--- config.mk ---
export PLATFORM = sky130hd
export DESIGN_NAME = sixteen_line_port_io_control
export DESIGN_NICKNAME = d
export VERILOG_FILES = /design/src/sixteen_line_port_pkg.sv /design/src/half_cfg_if.sv /design/src/ctl_reg8.sv /design/src/port_half.sv /design/src/sixteen_line_port_io_control.sv
export SDC_FILE = /design/constraint.sdc
export NUM_CORES = 1
export LEC_CHECK = 0
export BUFFER_PORTS_ARGS = -buffer_cell sky130_fd_sc_hd__clkbuf_2
export CAP_MARGIN = 5
export CORE_ASPECT_RATIO = 1.25
export CORE_MARGIN = 2
export CORE_UTILIZATION = 50
export CTS_BUF_LIST = sky130_fd_sc_hd__clkbuf_8
export CTS_CLUSTER_SIZE = 24
export DETAILED_ROUTE_END_ITERATION = 10
export PLACE_DENSITY = 0.78
export SLEW_MARGIN = 5
export SYNTH_ARGS = -nofsm -noshare
export SYNTH_HDL_FRONTEND = slang
export SYNTH_SLANG_ARGS = --single-unit
--- constraint.sdc ---
create_clock -name aclk -period 2.3 [get_ports aclk]
set_input_delay 0.115 -clock aclk [delete_from_list [all_inputs] [get_ports aclk]]
set_output_delay 0.115 -clock aclk [all_outputs]
set_load 0.02 [all_outputs]
--- src/sixteen_line_port_pkg.sv ---
package sixteen_line_port_pkg;

   // ****************************************************************
   // register map
   // ****************************************************************
   // printed offsets are not all multiples of four, so each is kept as
   // an index and the byte address is four times the index
   localparam int ADDR_W = 18;
   localparam int DATA_W = 32;
   localparam int HALF_W = 8;
   localparam int NREG = 12;

   localparam int R_LAT_LO = 0;
   localparam int R_LAT_HI = 1;
   localparam int R_DIR_LO = 2;
   localparam int R_DIR_HI = 3;
   localparam int R_OD_HI = 4;
   localparam int R_SEL_LO = 5;
   localparam int R_SEL_HI = 6;
   localparam int R_PEN_LO = 7;
   localparam int R_PEN_HI = 8;
   localparam int R_HLD_LO = 9;
   localparam int R_HLD_HI = 10;
   localparam int R_LEVELS = 11;

   localparam logic [15:0] REG_IDX [NREG] = '{
      16'hFF00, 16'hFF02, 16'hF100, 16'hF102, 16'hFE22, 16'hFE60,
      16'hFE62, 16'hFE64, 16'hFE66, 16'hFE68, 16'hFE6A, 16'hFE6C};

   localparam logic [7:0] LATCH_RST = 8'h00;
   localparam logic [7:0] DIR_RST = 8'h00;
   localparam logic [7:0] OD_RST = 8'h00;
   localparam logic [7:0] PULL_RST = 8'hFF;
   localparam logic [7:0] HOLD_RST = 8'h00;

   localparam logic [7:0] REG_RST [NREG] = '{
      LATCH_RST, LATCH_RST, DIR_RST, DIR_RST, OD_RST, PULL_RST,
      PULL_RST, PULL_RST, PULL_RST, HOLD_RST, HOLD_RST, 8'h00};

   localparam logic [1:0] RESP_OKAY = 2'h0;
   localparam logic [1:0] RESP_SLVERR = 2'h2;

   function automatic logic [ADDR_W-1:0] reg_byte_addr(input int i);
      reg_byte_addr = {REG_IDX[i], 2'h0};
   endfunction : reg_byte_addr

endpackage : sixteen_line_port_pkg

--- src/half_cfg_if.sv ---
`timescale 1ns/10ps
`default_nettype none

// ****************************************************************
// register file settings, with the alternate, bus and power-down inputs, handed to one 8-line half
// ****************************************************************
interface half_cfg_if;
   logic [7:0] latch;
   logic [7:0] dir;
   logic [7:0] od;
   logic [7:0] pull_en;
   logic [7:0] pull_sel;
   logic [7:0] hold;
   logic [7:0] alt_sel;
   logic [7:0] alt_data;
   logic [7:0] bus_data;
   logic bus_en;
   logic bus_drive;
   logic power_down;

   modport ctl (output latch, dir, od, pull_en, pull_sel, hold, alt_sel,
      alt_data, bus_data, bus_en, bus_drive, power_down);
   modport half (input latch, dir, od, pull_en, pull_sel, hold, alt_sel,
      alt_data, bus_data, bus_en, bus_drive, power_down);
endinterface : half_cfg_if

`default_nettype wire

--- src/ctl_reg8.sv ---
`timescale 1ns/10ps
`default_nettype none

module ctl_reg8 #(
   parameter logic [7:0] RST = 8'h00
) (
   input wire logic aclk,
   input wire logic aresetn,
   input wire logic we,
   input wire logic [7:0] d,
   output logic [7:0] q
);
   always_ff @(posedge aclk) begin
      if (!aresetn) begin
         q <= RST;
      end else if (we) begin
         q <= d;
      end
   end
endmodule : ctl_reg8

`default_nettype wire

--- src/port_half.sv ---
`timescale 1ns/10ps
`default_nettype none

module port_half
   import sixteen_line_port_pkg::*;
#(
   parameter bit OPEN_DRAIN = 1'b0
) (
   input wire logic aclk,
   input wire logic aresetn,
   half_cfg_if.half cfg,
   input wire logic [7:0] pin_in,
   output logic [7:0] pin_out,
   output logic [7:0] pin_oe,
   output logic [7:0] pull_en,
   output logic [7:0] pull_up,
   output logic [7:0] alt_in,
   output logic [7:0] level
);

   logic [7:0] drv;
   logic [7:0] val;
   logic [7:0] od;
   logic [7:0] oe_nxt;
   logic [7:0] out_nxt;

   for (genvar i = 0; i < 8; i++) begin : g_bit
      // the bus controller owns the direction while it is active
      assign drv[i] = cfg.bus_en ? cfg.bus_drive : cfg.dir[i];
      assign val[i] = cfg.bus_en ? cfg.bus_data[i] :
         (cfg.latch[i] & (cfg.alt_sel[i] ? cfg.alt_data[i] : 1'b1));
      assign od[i] = OPEN_DRAIN & cfg.od[i] & ~cfg.bus_en;
      // open drain only pulls low; a one leaves the line floating
      assign oe_nxt[i] = drv[i] & (~cfg.power_down | cfg.hold[i]) &
         (~od[i] | ~val[i]);
      assign out_nxt[i] = od[i] ? 1'b0 : val[i];
   end

   always_ff @(posedge aclk) begin
      if (!aresetn) begin
         pin_oe <= DIR_RST;
         pin_out <= 8'h00;
      end else begin
         pin_oe <= oe_nxt;
         pin_out <= out_nxt;
      end
   end

   // pulls only on lines that are not driven, also in power-down
   always_ff @(posedge aclk) begin
      if (!aresetn) begin
         pull_en <= PULL_RST;
         pull_up <= PULL_RST;
      end else begin
         pull_en <= cfg.pull_en & ~drv;
         pull_up <= cfg.pull_sel;
      end
   end

   always_ff @(posedge aclk) begin
      if (!aresetn) begin
         level <= 8'h00;
         alt_in <= 8'h00;
      end else begin
         level <= pin_in;
         alt_in <= (drv & cfg.latch) | (~drv & pin_in);
      end
   end
endmodule : port_half

`default_nettype wire

--- src/sixteen_line_port_io_control.sv ---
// What this block does
// - alternate output reaches pin only when its direction bit says output.
// - pin value is output latch ANDed with alternate output data.
// - alternate input sees the pin on input, the latch on output.
// - after reset every direction bit selects input, lines undriven.
// - multiplexed bus mode switches direction in hardware, ignoring bits.
// - two 8-bit halves, each written without touching the other.
// - one direction bit per line; zero input, one output.
// - each upper line selectable push/pull or open drain.
// - enabled pull device connects to input lines, also in power-down.
// - pull-select bit chooses pulldown or pullup for each pin.
// - output lines never have their pull devices connected.
// - power-down turns output drivers off unless hold bit is one.
// - reset sets all pull-enable and pull-select bits high.
// - pull-select zero means pulldown, one means pullup.
// - open-drain bit zero push/pull, one open drain; resets zero.
// - read gives pin level on inputs, latch on outputs.
// - every pin level is sampled into its input latch each cycle.
`timescale 1ns/10ps
`default_nettype none

module sixteen_line_port_io_control
   import sixteen_line_port_pkg::*;
(
   input wire logic aclk,
   input wire logic aresetn,
   // ****************************************************************
   // AXI4-Lite slave
   // ****************************************************************
   input wire logic [ADDR_W-1:0] s_axi_awaddr,
   input wire logic s_axi_awvalid,
   output logic s_axi_awready,
   input wire logic [DATA_W-1:0] s_axi_wdata,
   input wire logic [3:0] s_axi_wstrb,
   input wire logic s_axi_wvalid,
   output logic s_axi_wready,
   output logic [1:0] s_axi_bresp,
   output logic s_axi_bvalid,
   input wire logic s_axi_bready,
   input wire logic [ADDR_W-1:0] s_axi_araddr,
   input wire logic s_axi_arvalid,
   output logic s_axi_arready,
   output logic [DATA_W-1:0] s_axi_rdata,
   output logic [1:0] s_axi_rresp,
   output logic s_axi_rvalid,
   input wire logic s_axi_rready,
   // ****************************************************************
   // pads
   // ****************************************************************
   input wire logic [15:0] pin_in,
   output logic [15:0] pin_out,
   output logic [15:0] pin_oe,
   output logic [15:0] pull_en,
   output logic [15:0] pull_up,
   // ****************************************************************
   // alternate functions and external bus controller
   // ****************************************************************
   input wire logic [15:0] alt_out_sel,
   input wire logic [15:0] alt_out_data,
   output logic [15:0] alt_in,
   input wire logic ext_bus_en_lo,
   input wire logic ext_bus_en_hi,
   input wire logic ext_bus_drive,
   input wire logic [15:0] ext_bus_out,
   input wire logic power_down
);

   // ********************
   // build checks
   // ********************
   // the register file and both halves are wired for 8-line halves
   if (HALF_W != 8 || DATA_W != 32) begin : g_bad_build
      $error("unsupported half or data width");
   end

   // ****************************************************************
   // write channel
   // ****************************************************************
   logic aw_rdy_r;
   logic w_rdy_r;
   logic aw_have_r;
   logic w_have_r;
   logic [ADDR_W-1:0] awaddr_r;
   logic [DATA_W-1:0] wdata_r;
   logic [3:0] wstrb_r;
   logic bvalid_r;
   logic [1:0] bresp_r;
   logic write_go;

   // address and data may arrive in either order; the write happens once
   // both are held, so a lone channel never stalls the other
   assign write_go = aw_have_r & w_have_r & ~bvalid_r;

   always_ff @(posedge aclk) begin
      if (!aresetn) begin
         aw_rdy_r <= 1'b1;
         aw_have_r <= 1'b0;
         awaddr_r <= '0;
      end else if (s_axi_awvalid && aw_rdy_r) begin
         aw_rdy_r <= 1'b0;
         aw_have_r <= 1'b1;
         awaddr_r <= s_axi_awaddr;
      end else if (write_go) begin
         aw_have_r <= 1'b0;
      end else if (bvalid_r && s_axi_bready) begin
         aw_rdy_r <= 1'b1;
      end
   end

   always_ff @(posedge aclk) begin
      if (!aresetn) begin
         w_rdy_r <= 1'b1;
         w_have_r <= 1'b0;
         wdata_r <= '0;
         wstrb_r <= 4'h0;
      end else if (s_axi_wvalid && w_rdy_r) begin
         w_rdy_r <= 1'b0;
         w_have_r <= 1'b1;
         wdata_r <= s_axi_wdata;
         wstrb_r <= s_axi_wstrb;
      end else if (write_go) begin
         w_have_r <= 1'b0;
      end else if (bvalid_r && s_axi_bready) begin
         w_rdy_r <= 1'b1;
      end
   end

   // ****************************************************************
   // write decode
   // ****************************************************************
   logic [NREG-1:0] wr_hit;
   logic [NREG-1:0] reg_we;

   for (genvar i = 0; i < NREG; i++) begin : g_wdec
      assign wr_hit[i] = (awaddr_r == reg_byte_addr(i));
      // each half is its own register, so a write never spills over
      assign reg_we[i] = write_go & wr_hit[i] & wstrb_r[0] &
         (i != R_LEVELS);
   end

   // ********************
   // write response
   // ********************
   always_ff @(posedge aclk) begin
      if (!aresetn) begin
         bvalid_r <= 1'b0;
         bresp_r <= RESP_OKAY;
      end else if (write_go) begin
         bvalid_r <= 1'b1;
         bresp_r <= (|wr_hit) ? RESP_OKAY : RESP_SLVERR;
      end else if (s_axi_bready) begin
         bvalid_r <= 1'b0;
      end
   end

   // ********************
   // write channel outputs
   // ********************
   assign s_axi_awready = aw_rdy_r;
   assign s_axi_wready = w_rdy_r;
   assign s_axi_bvalid = bvalid_r;
   assign s_axi_bresp = bresp_r;

   // ****************************************************************
   // register file
   // ****************************************************************
   logic [7:0] reg_q [NREG];

   for (genvar i = 0; i < NREG - 1; i++) begin : g_reg
      ctl_reg8 #(
         .RST(REG_RST[i])
      ) u_reg (
         .aclk(aclk),
         .aresetn(aresetn),
         .we(reg_we[i]),
         .d(wdata_r[7:0]),
         .q(reg_q[i])
      );
   end
   assign reg_q[R_LEVELS] = 8'h00;

   // ****************************************************************
   // the two halves
   // ****************************************************************
   half_cfg_if cfg_lo ();
   half_cfg_if cfg_hi ();
   logic [15:0] level;

   assign cfg_lo.latch = reg_q[R_LAT_LO];
   assign cfg_lo.dir = reg_q[R_DIR_LO];
   // the lower half has no open-drain option
   assign cfg_lo.od = OD_RST;
   assign cfg_lo.pull_en = reg_q[R_PEN_LO];
   assign cfg_lo.pull_sel = reg_q[R_SEL_LO];
   assign cfg_lo.hold = reg_q[R_HLD_LO];
   assign cfg_lo.alt_sel = alt_out_sel[7:0];
   assign cfg_lo.alt_data = alt_out_data[7:0];
   assign cfg_lo.bus_data = ext_bus_out[7:0];
   assign cfg_lo.bus_en = ext_bus_en_lo;
   assign cfg_lo.bus_drive = ext_bus_drive;
   assign cfg_lo.power_down = power_down;

   // ********************
   // upper half settings
   // ********************
   assign cfg_hi.latch = reg_q[R_LAT_HI];
   assign cfg_hi.dir = reg_q[R_DIR_HI];
   assign cfg_hi.od = reg_q[R_OD_HI];
   assign cfg_hi.pull_en = reg_q[R_PEN_HI];
   assign cfg_hi.pull_sel = reg_q[R_SEL_HI];
   assign cfg_hi.hold = reg_q[R_HLD_HI];
   assign cfg_hi.alt_sel = alt_out_sel[15:8];
   assign cfg_hi.alt_data = alt_out_data[15:8];
   assign cfg_hi.bus_data = ext_bus_out[15:8];
   // an 8-bit bus leaves the upper half free for general use
   assign cfg_hi.bus_en = ext_bus_en_hi;
   assign cfg_hi.bus_drive = ext_bus_drive;
   assign cfg_hi.power_down = power_down;

   // ********************
   // half instances
   // ********************
   port_half #(
      .OPEN_DRAIN(1'b0)
   ) u_lo (
      .aclk(aclk),
      .aresetn(aresetn),
      .cfg(cfg_lo.half),
      .pin_in(pin_in[7:0]),
      .pin_out(pin_out[7:0]),
      .pin_oe(pin_oe[7:0]),
      .pull_en(pull_en[7:0]),
      .pull_up(pull_up[7:0]),
      .alt_in(alt_in[7:0]),
      .level(level[7:0])
   );

   port_half #(
      .OPEN_DRAIN(1'b1)
   ) u_hi (
      .aclk(aclk),
      .aresetn(aresetn),
      .cfg(cfg_hi.half),
      .pin_in(pin_in[15:8]),
      .pin_out(pin_out[15:8]),
      .pin_oe(pin_oe[15:8]),
      .pull_en(pull_en[15:8]),
      .pull_up(pull_up[15:8]),
      .alt_in(alt_in[15:8]),
      .level(level[15:8])
   );

   // ****************************************************************
   // read channel
   // ****************************************************************
   logic ar_rdy_r;
   logic rd_pend_r;
   logic [ADDR_W-1:0] araddr_r;
   logic rvalid_r;
   logic [DATA_W-1:0] rdata_r;
   logic [1:0] rresp_r;
   logic [DATA_W-1:0] rd_word;
   logic rd_hit;
   logic [7:0] lat_view_lo;
   logic [7:0] lat_view_hi;

   // ********************
   // data register view
   // ********************
   // data register reads show the pin on inputs and the latch on
   // outputs, so read-modify-write keeps output values intact
   assign lat_view_lo = (reg_q[R_DIR_LO] & reg_q[R_LAT_LO]) |
      (~reg_q[R_DIR_LO] & level[7:0]);
   assign lat_view_hi = (reg_q[R_DIR_HI] & reg_q[R_LAT_HI]) |
      (~reg_q[R_DIR_HI] & level[15:8]);

   // ********************
   // read decode
   // ********************
   always_comb begin
      rd_word = '0;
      rd_hit = 1'b0;
      for (int i = 0; i < NREG; i++) begin
         if (araddr_r == reg_byte_addr(i)) begin
            rd_hit = 1'b1;
            if (i == R_LAT_LO) begin
               rd_word = {24'h000000, lat_view_lo};
            end else if (i == R_LAT_HI) begin
               rd_word = {24'h000000, lat_view_hi};
            end else if (i == R_LEVELS) begin
               rd_word = {16'h0000, level};
            end else begin
               rd_word = {24'h000000, reg_q[i]};
            end
         end
      end
   end

   // ********************
   // read address
   // ********************
   always_ff @(posedge aclk) begin
      if (!aresetn) begin
         ar_rdy_r <= 1'b1;
         rd_pend_r <= 1'b0;
         araddr_r <= '0;
      end else if (s_axi_arvalid && ar_rdy_r) begin
         ar_rdy_r <= 1'b0;
         rd_pend_r <= 1'b1;
         araddr_r <= s_axi_araddr;
      end else if (rd_pend_r) begin
         rd_pend_r <= 1'b0;
      end else if (rvalid_r && s_axi_rready) begin
         ar_rdy_r <= 1'b1;
      end
   end

   // ********************
   // read response
   // ********************
   always_ff @(posedge aclk) begin
      if (!aresetn) begin
         rvalid_r <= 1'b0;
         rdata_r <= '0;
         rresp_r <= RESP_OKAY;
      end else if (rd_pend_r) begin
         rvalid_r <= 1'b1;
         rdata_r <= rd_word;
         rresp_r <= rd_hit ? RESP_OKAY : RESP_SLVERR;
      end else if (s_axi_rready) begin
         rvalid_r <= 1'b0;
      end
   end

   // ********************
   // read channel outputs
   // ********************
   assign s_axi_arready = ar_rdy_r;
   assign s_axi_rvalid = rvalid_r;
   assign s_axi_rdata = rdata_r;
   assign s_axi_rresp = rresp_r;

endmodule : sixteen_line_port_io_control

`default_nettype wire

==> impl_metrics.toml <==
[floorplanning]
placementRows = 60
core_um2 = 21550
fp.dieW_um = 136.5
start_util = 0.5096
dieArea_um2 = 23170
fp.dieH_um = 169.7
io_pins = 268

[timing]
post-route-period-util = 0.9673
hold_ws_ns = 0.04192
fmax_ghz = 0.4495
setup_slack_ns = 0.07521
worstMarginPinSlew_ns = 0.9185
slew_viol_final = 0
finalHoldViolCount = 0
finalSetupViolCount = 0
fin_skew_ns = 0.02934
fin_crit_ns = 2.225
max-slew-margin-rel = 0.3869

[routing]
totalWireLength_mm = 39.71
viasPerCell = 5.566
routed-via-count = 10640
drc_errors = 0
drt-pass1-iter-count = 5
antenna_left = 0
drtIter0Drc = 714
wl_per_cell_um = 20.77

[power]
comb_power_share = 0.098
p_leak_nw = 6.144
fin_total_pwr_mw = 9.713
switching_share = 0.2534
p_per_area_nw_per_um2 = 659.3
p_switching_mw = 2.461
p_clk_frac = 0.422
peakVddDrop_mv = 0.5897
seq_power_share = 0.480
p_int_mw = 7.252

[setup_path]
path_cells = "buf_4 > or4_4 > or4_1 > and2_1 > a311oi_2 > o221a_1"
arrival_ns = 2.70
cp-end-kind = "register"
worst-path-max-fanout = 4
cp_top_family = "simple AND/OR/NAND/NOR gates"
crit_required_ns = 2.78
worstSetupPathType = "register to register"
worstSetupStartpointType = "register"
slowest_delay_ns = 0.56
slowest_stage = "or4_1"
crit_buf_inv = 1

[global_route]
grt_pass1_wl_mm = 59.08
grt_max_degree = 92
gr-total-overflow = 0
antenna_found_initial = 1
grt_pass1_vias = 10430
grt_usage = 0.3378

[finish]
fill_cells = 1627
insertedDiodeCount = 0
multi_input_area_um2 = 5378
drive_above_1_share = 0.2596
fin_cells = 1912
postLayoutCoreUtil = 0.6837
nNetsFinal = 1751
seqCellArea_um2 = 5105
areaGrowthSynthToFinish_pct = 34.18

[placed_design]
numPlacedInstances = 1740
portBuffers = 222
dp_slack_ns = -0.01644
gp_congestion = 0.9583
hpwl_mm = 27.61

[worst_hold_path]
hold_class = "input port to register"

[synthesis]
syn_avg_cell_area_um2 = 8.977
yosys.area_share.simple = 0.2375
synthAdderAreaFrac = 0
seq_area_frac_synth = 0.4650
synth_xor_area_frac = 0.0007977
ys.flop_type = "dfxtp_1"
synth.distinct_cells = 78
synth_seq_cells = 255
yosys-mux-area-fraction = 0.08912
postSynthCellCount = 1223
synth_top_family_by_area = "simple AND/OR/NAND/NOR gates"
synth_compound_area_frac = 0.1502
synth_area_um2 = 10980
synth_edf_count = 0
ys_async_sr_fraction = 0
yosysWarnings = 0

[cts]
cts-root-buf = "clkbuf_8"
htree_levels = 2
cts_buffers = 40
clock_sinks = 255
cts_buffer_depth = 3
clk_latency_ns = 0.55
clk_pin_slew_worst_paths_ns = 0.07
tritoncts = "built"

[status]
status = "complete, no violations"

[job]
cap_viol_max_count = 0
flip-flops by register name (all words and copies together) (netlist names), 8 cells and up:
| signal | cells |
|---|---|
| araddr_r | 18 |
| u_lo.alt_in | 8 |
| u_hi.pull_en | 8 |
| u_hi.level | 8 |
| u_lo.level | 8 |
| u_lo.pull_en | 8 |
| u_hi.pin_out | 8 |
| u_hi.alt_in | 8 |
| awaddr_r | 18 |
| u_lo.pull_up | 8 |
| wdata_r | 8 |
| s_axi_rdata | 16 |
| g.u_reg.q | 88 |
| u_lo.pin_out | 8 |
| u_hi.pin_oe | 8 |
| u_hi.pull_up | 8 |
| u_lo.pin_oe | 8 |
routing by layer:
metal	vias up	GRT usage	wire length (um)
li1	4975	-	-
met1	5038	0.3839	15150
met2	501	0.5900	19640
met3	128	0.05735	2521
met4	0	0.1957	2398
met5	-	0	0
placed cells by master (no fill, tap or decap), types with 8 or more instances in the layout:
cell type,Yosys,final
nor2_1,27,26
nand2b_1,20,20
nand3_1,22,22
a22oi_1,8,8
buf_4,19,89
a21oi_1,39,39
a21boi_0,61,61
nor4_1,25,23
dlygate4sd3_1,0,100
dfxtp_1,255,255
a31oi_1,8,8
clkbuf_8,4,53
a22o_1,8,8
inv_1,34,44
o21ai_0,57,57
nand4_1,10,10
nor3_1,29,26
nor2b_1,89,89
mux2i_1,91,91
conb_1,1,18
o211ai_1,10,10
and2_1,27,27
clkbuf_2,1,221
nand2_1,196,196
metrics by stage:
stage / cell area (um2) / TNS, ns
finish: 14730 / 0
global route: 14730 / -0.02935
CTS: 14670 / 0
detailed placement: 12800 / -0.01974
global placement: 12800 / -0.0007998
floorplan: 11040 / 0
timing repair:
action / 4_1_cts / 5_1_grt
buffers inserted: 0 / 1
hold buffers: 100 / 0
setup endpoints to repair: 3 / 44
pin swaps: 0 / 3
resized for setup: 2 / 13
endpoints found under the hold margin: 110 / 0
kinds of logic after synthesis:
kind of cell,count (synthesis)
simple gates,497
flops,255
compound gates,243
buf+inv,129
mux,97
xor+xnor,1
other cells,1
synth_stat cells, drive strengths merged, types with 3 or more instances:
library cell,n,area [um2]
dfxtp,255,5105
nand2,199,754.5
mux2i,91,910.9
nor2b,89,556.8
a21boi,65,488.0
clkbuf,63,277.8
o21ai,57,285.3
a21oi,39,195.2
inv,34,127.6
nor2,32,137.6
buf,31,210.2
nor3,31,171.4
nor4,29,215.2
and2,27,168.9
nand3,22,110.1
nand2b,20,125.1
nand4,10,62.56
o211ai,10,75.07
a22o,8,70.07
a22oi,8,60.06
a31oi,8,50.05
or3,8,50.05
nor3b,7,52.55
mux2,6,67.56
o2111ai,6,52.55
or4,6,50.05
a221oi,5,43.79
a32oi,5,43.79
a21o,3,25.03
and3,3,18.77
nor4b,3,32.53
o22ai,3,18.77
o2bb2ai,3,26.28
o31ai,3,27.52
cell type report:
| type | instances | share of cell area |
|---|---|---|
| well taps | 279 | 0.02370 |
| inverters | 34 | 0.008663 |
| clock inverters | 18 | 0.009258 |
| multi-input cells | 856 | 0.3650 |
| flip-flops and latches | 255 | 0.3465 |
| repair buffers | 417 | 0.1973 |
| clock buffers | 53 | 0.04952 |
power groups by stage:
stage                     clock network, mW  logic (mW)  registers (mW)
after floorplan                           0       0.439            4.76
after global placement                    0       0.774            4.75
after detailed placement                  0       0.781            4.75
after CTS                              4.11       0.913            4.66
after global routing                   4.32        1.02            4.67
final                                  4.10       0.950            4.67
tightest hold or removal path, delay by kind of cell:
| kind | cells | cell delay, ns |
|---|---|---|
| AOI/OAI and AO/OA | 1 | 0.11 |
| buffers and inverters | 1 | 0.08 |
| and+or+nand+nor | 2 | 0.22 |
worst paths after layout:
kind	startpoint	slack, ns	depth (start not counted)	end
max	araddr_r[0]$_SDFFE_PN0P_	0.08	6	s_axi_rdata[7]$_SDFFE_PN0P_
min	alt_out_data[8]	0.04	4	u_hi.pin_oe[0]$_SDFF_PN0_
max reg2reg	araddr_r[0]$_SDFFE_PN0P_	0.08	6	s_axi_rdata[7]$_SDFFE_PN0P_
min reg2reg	awaddr_r[17]$_SDFFE_PN0P_	0.47	2	awaddr_r[17]$_SDFFE_PN0P_
No activity file was read; power rests on OpenSTA's default activity.
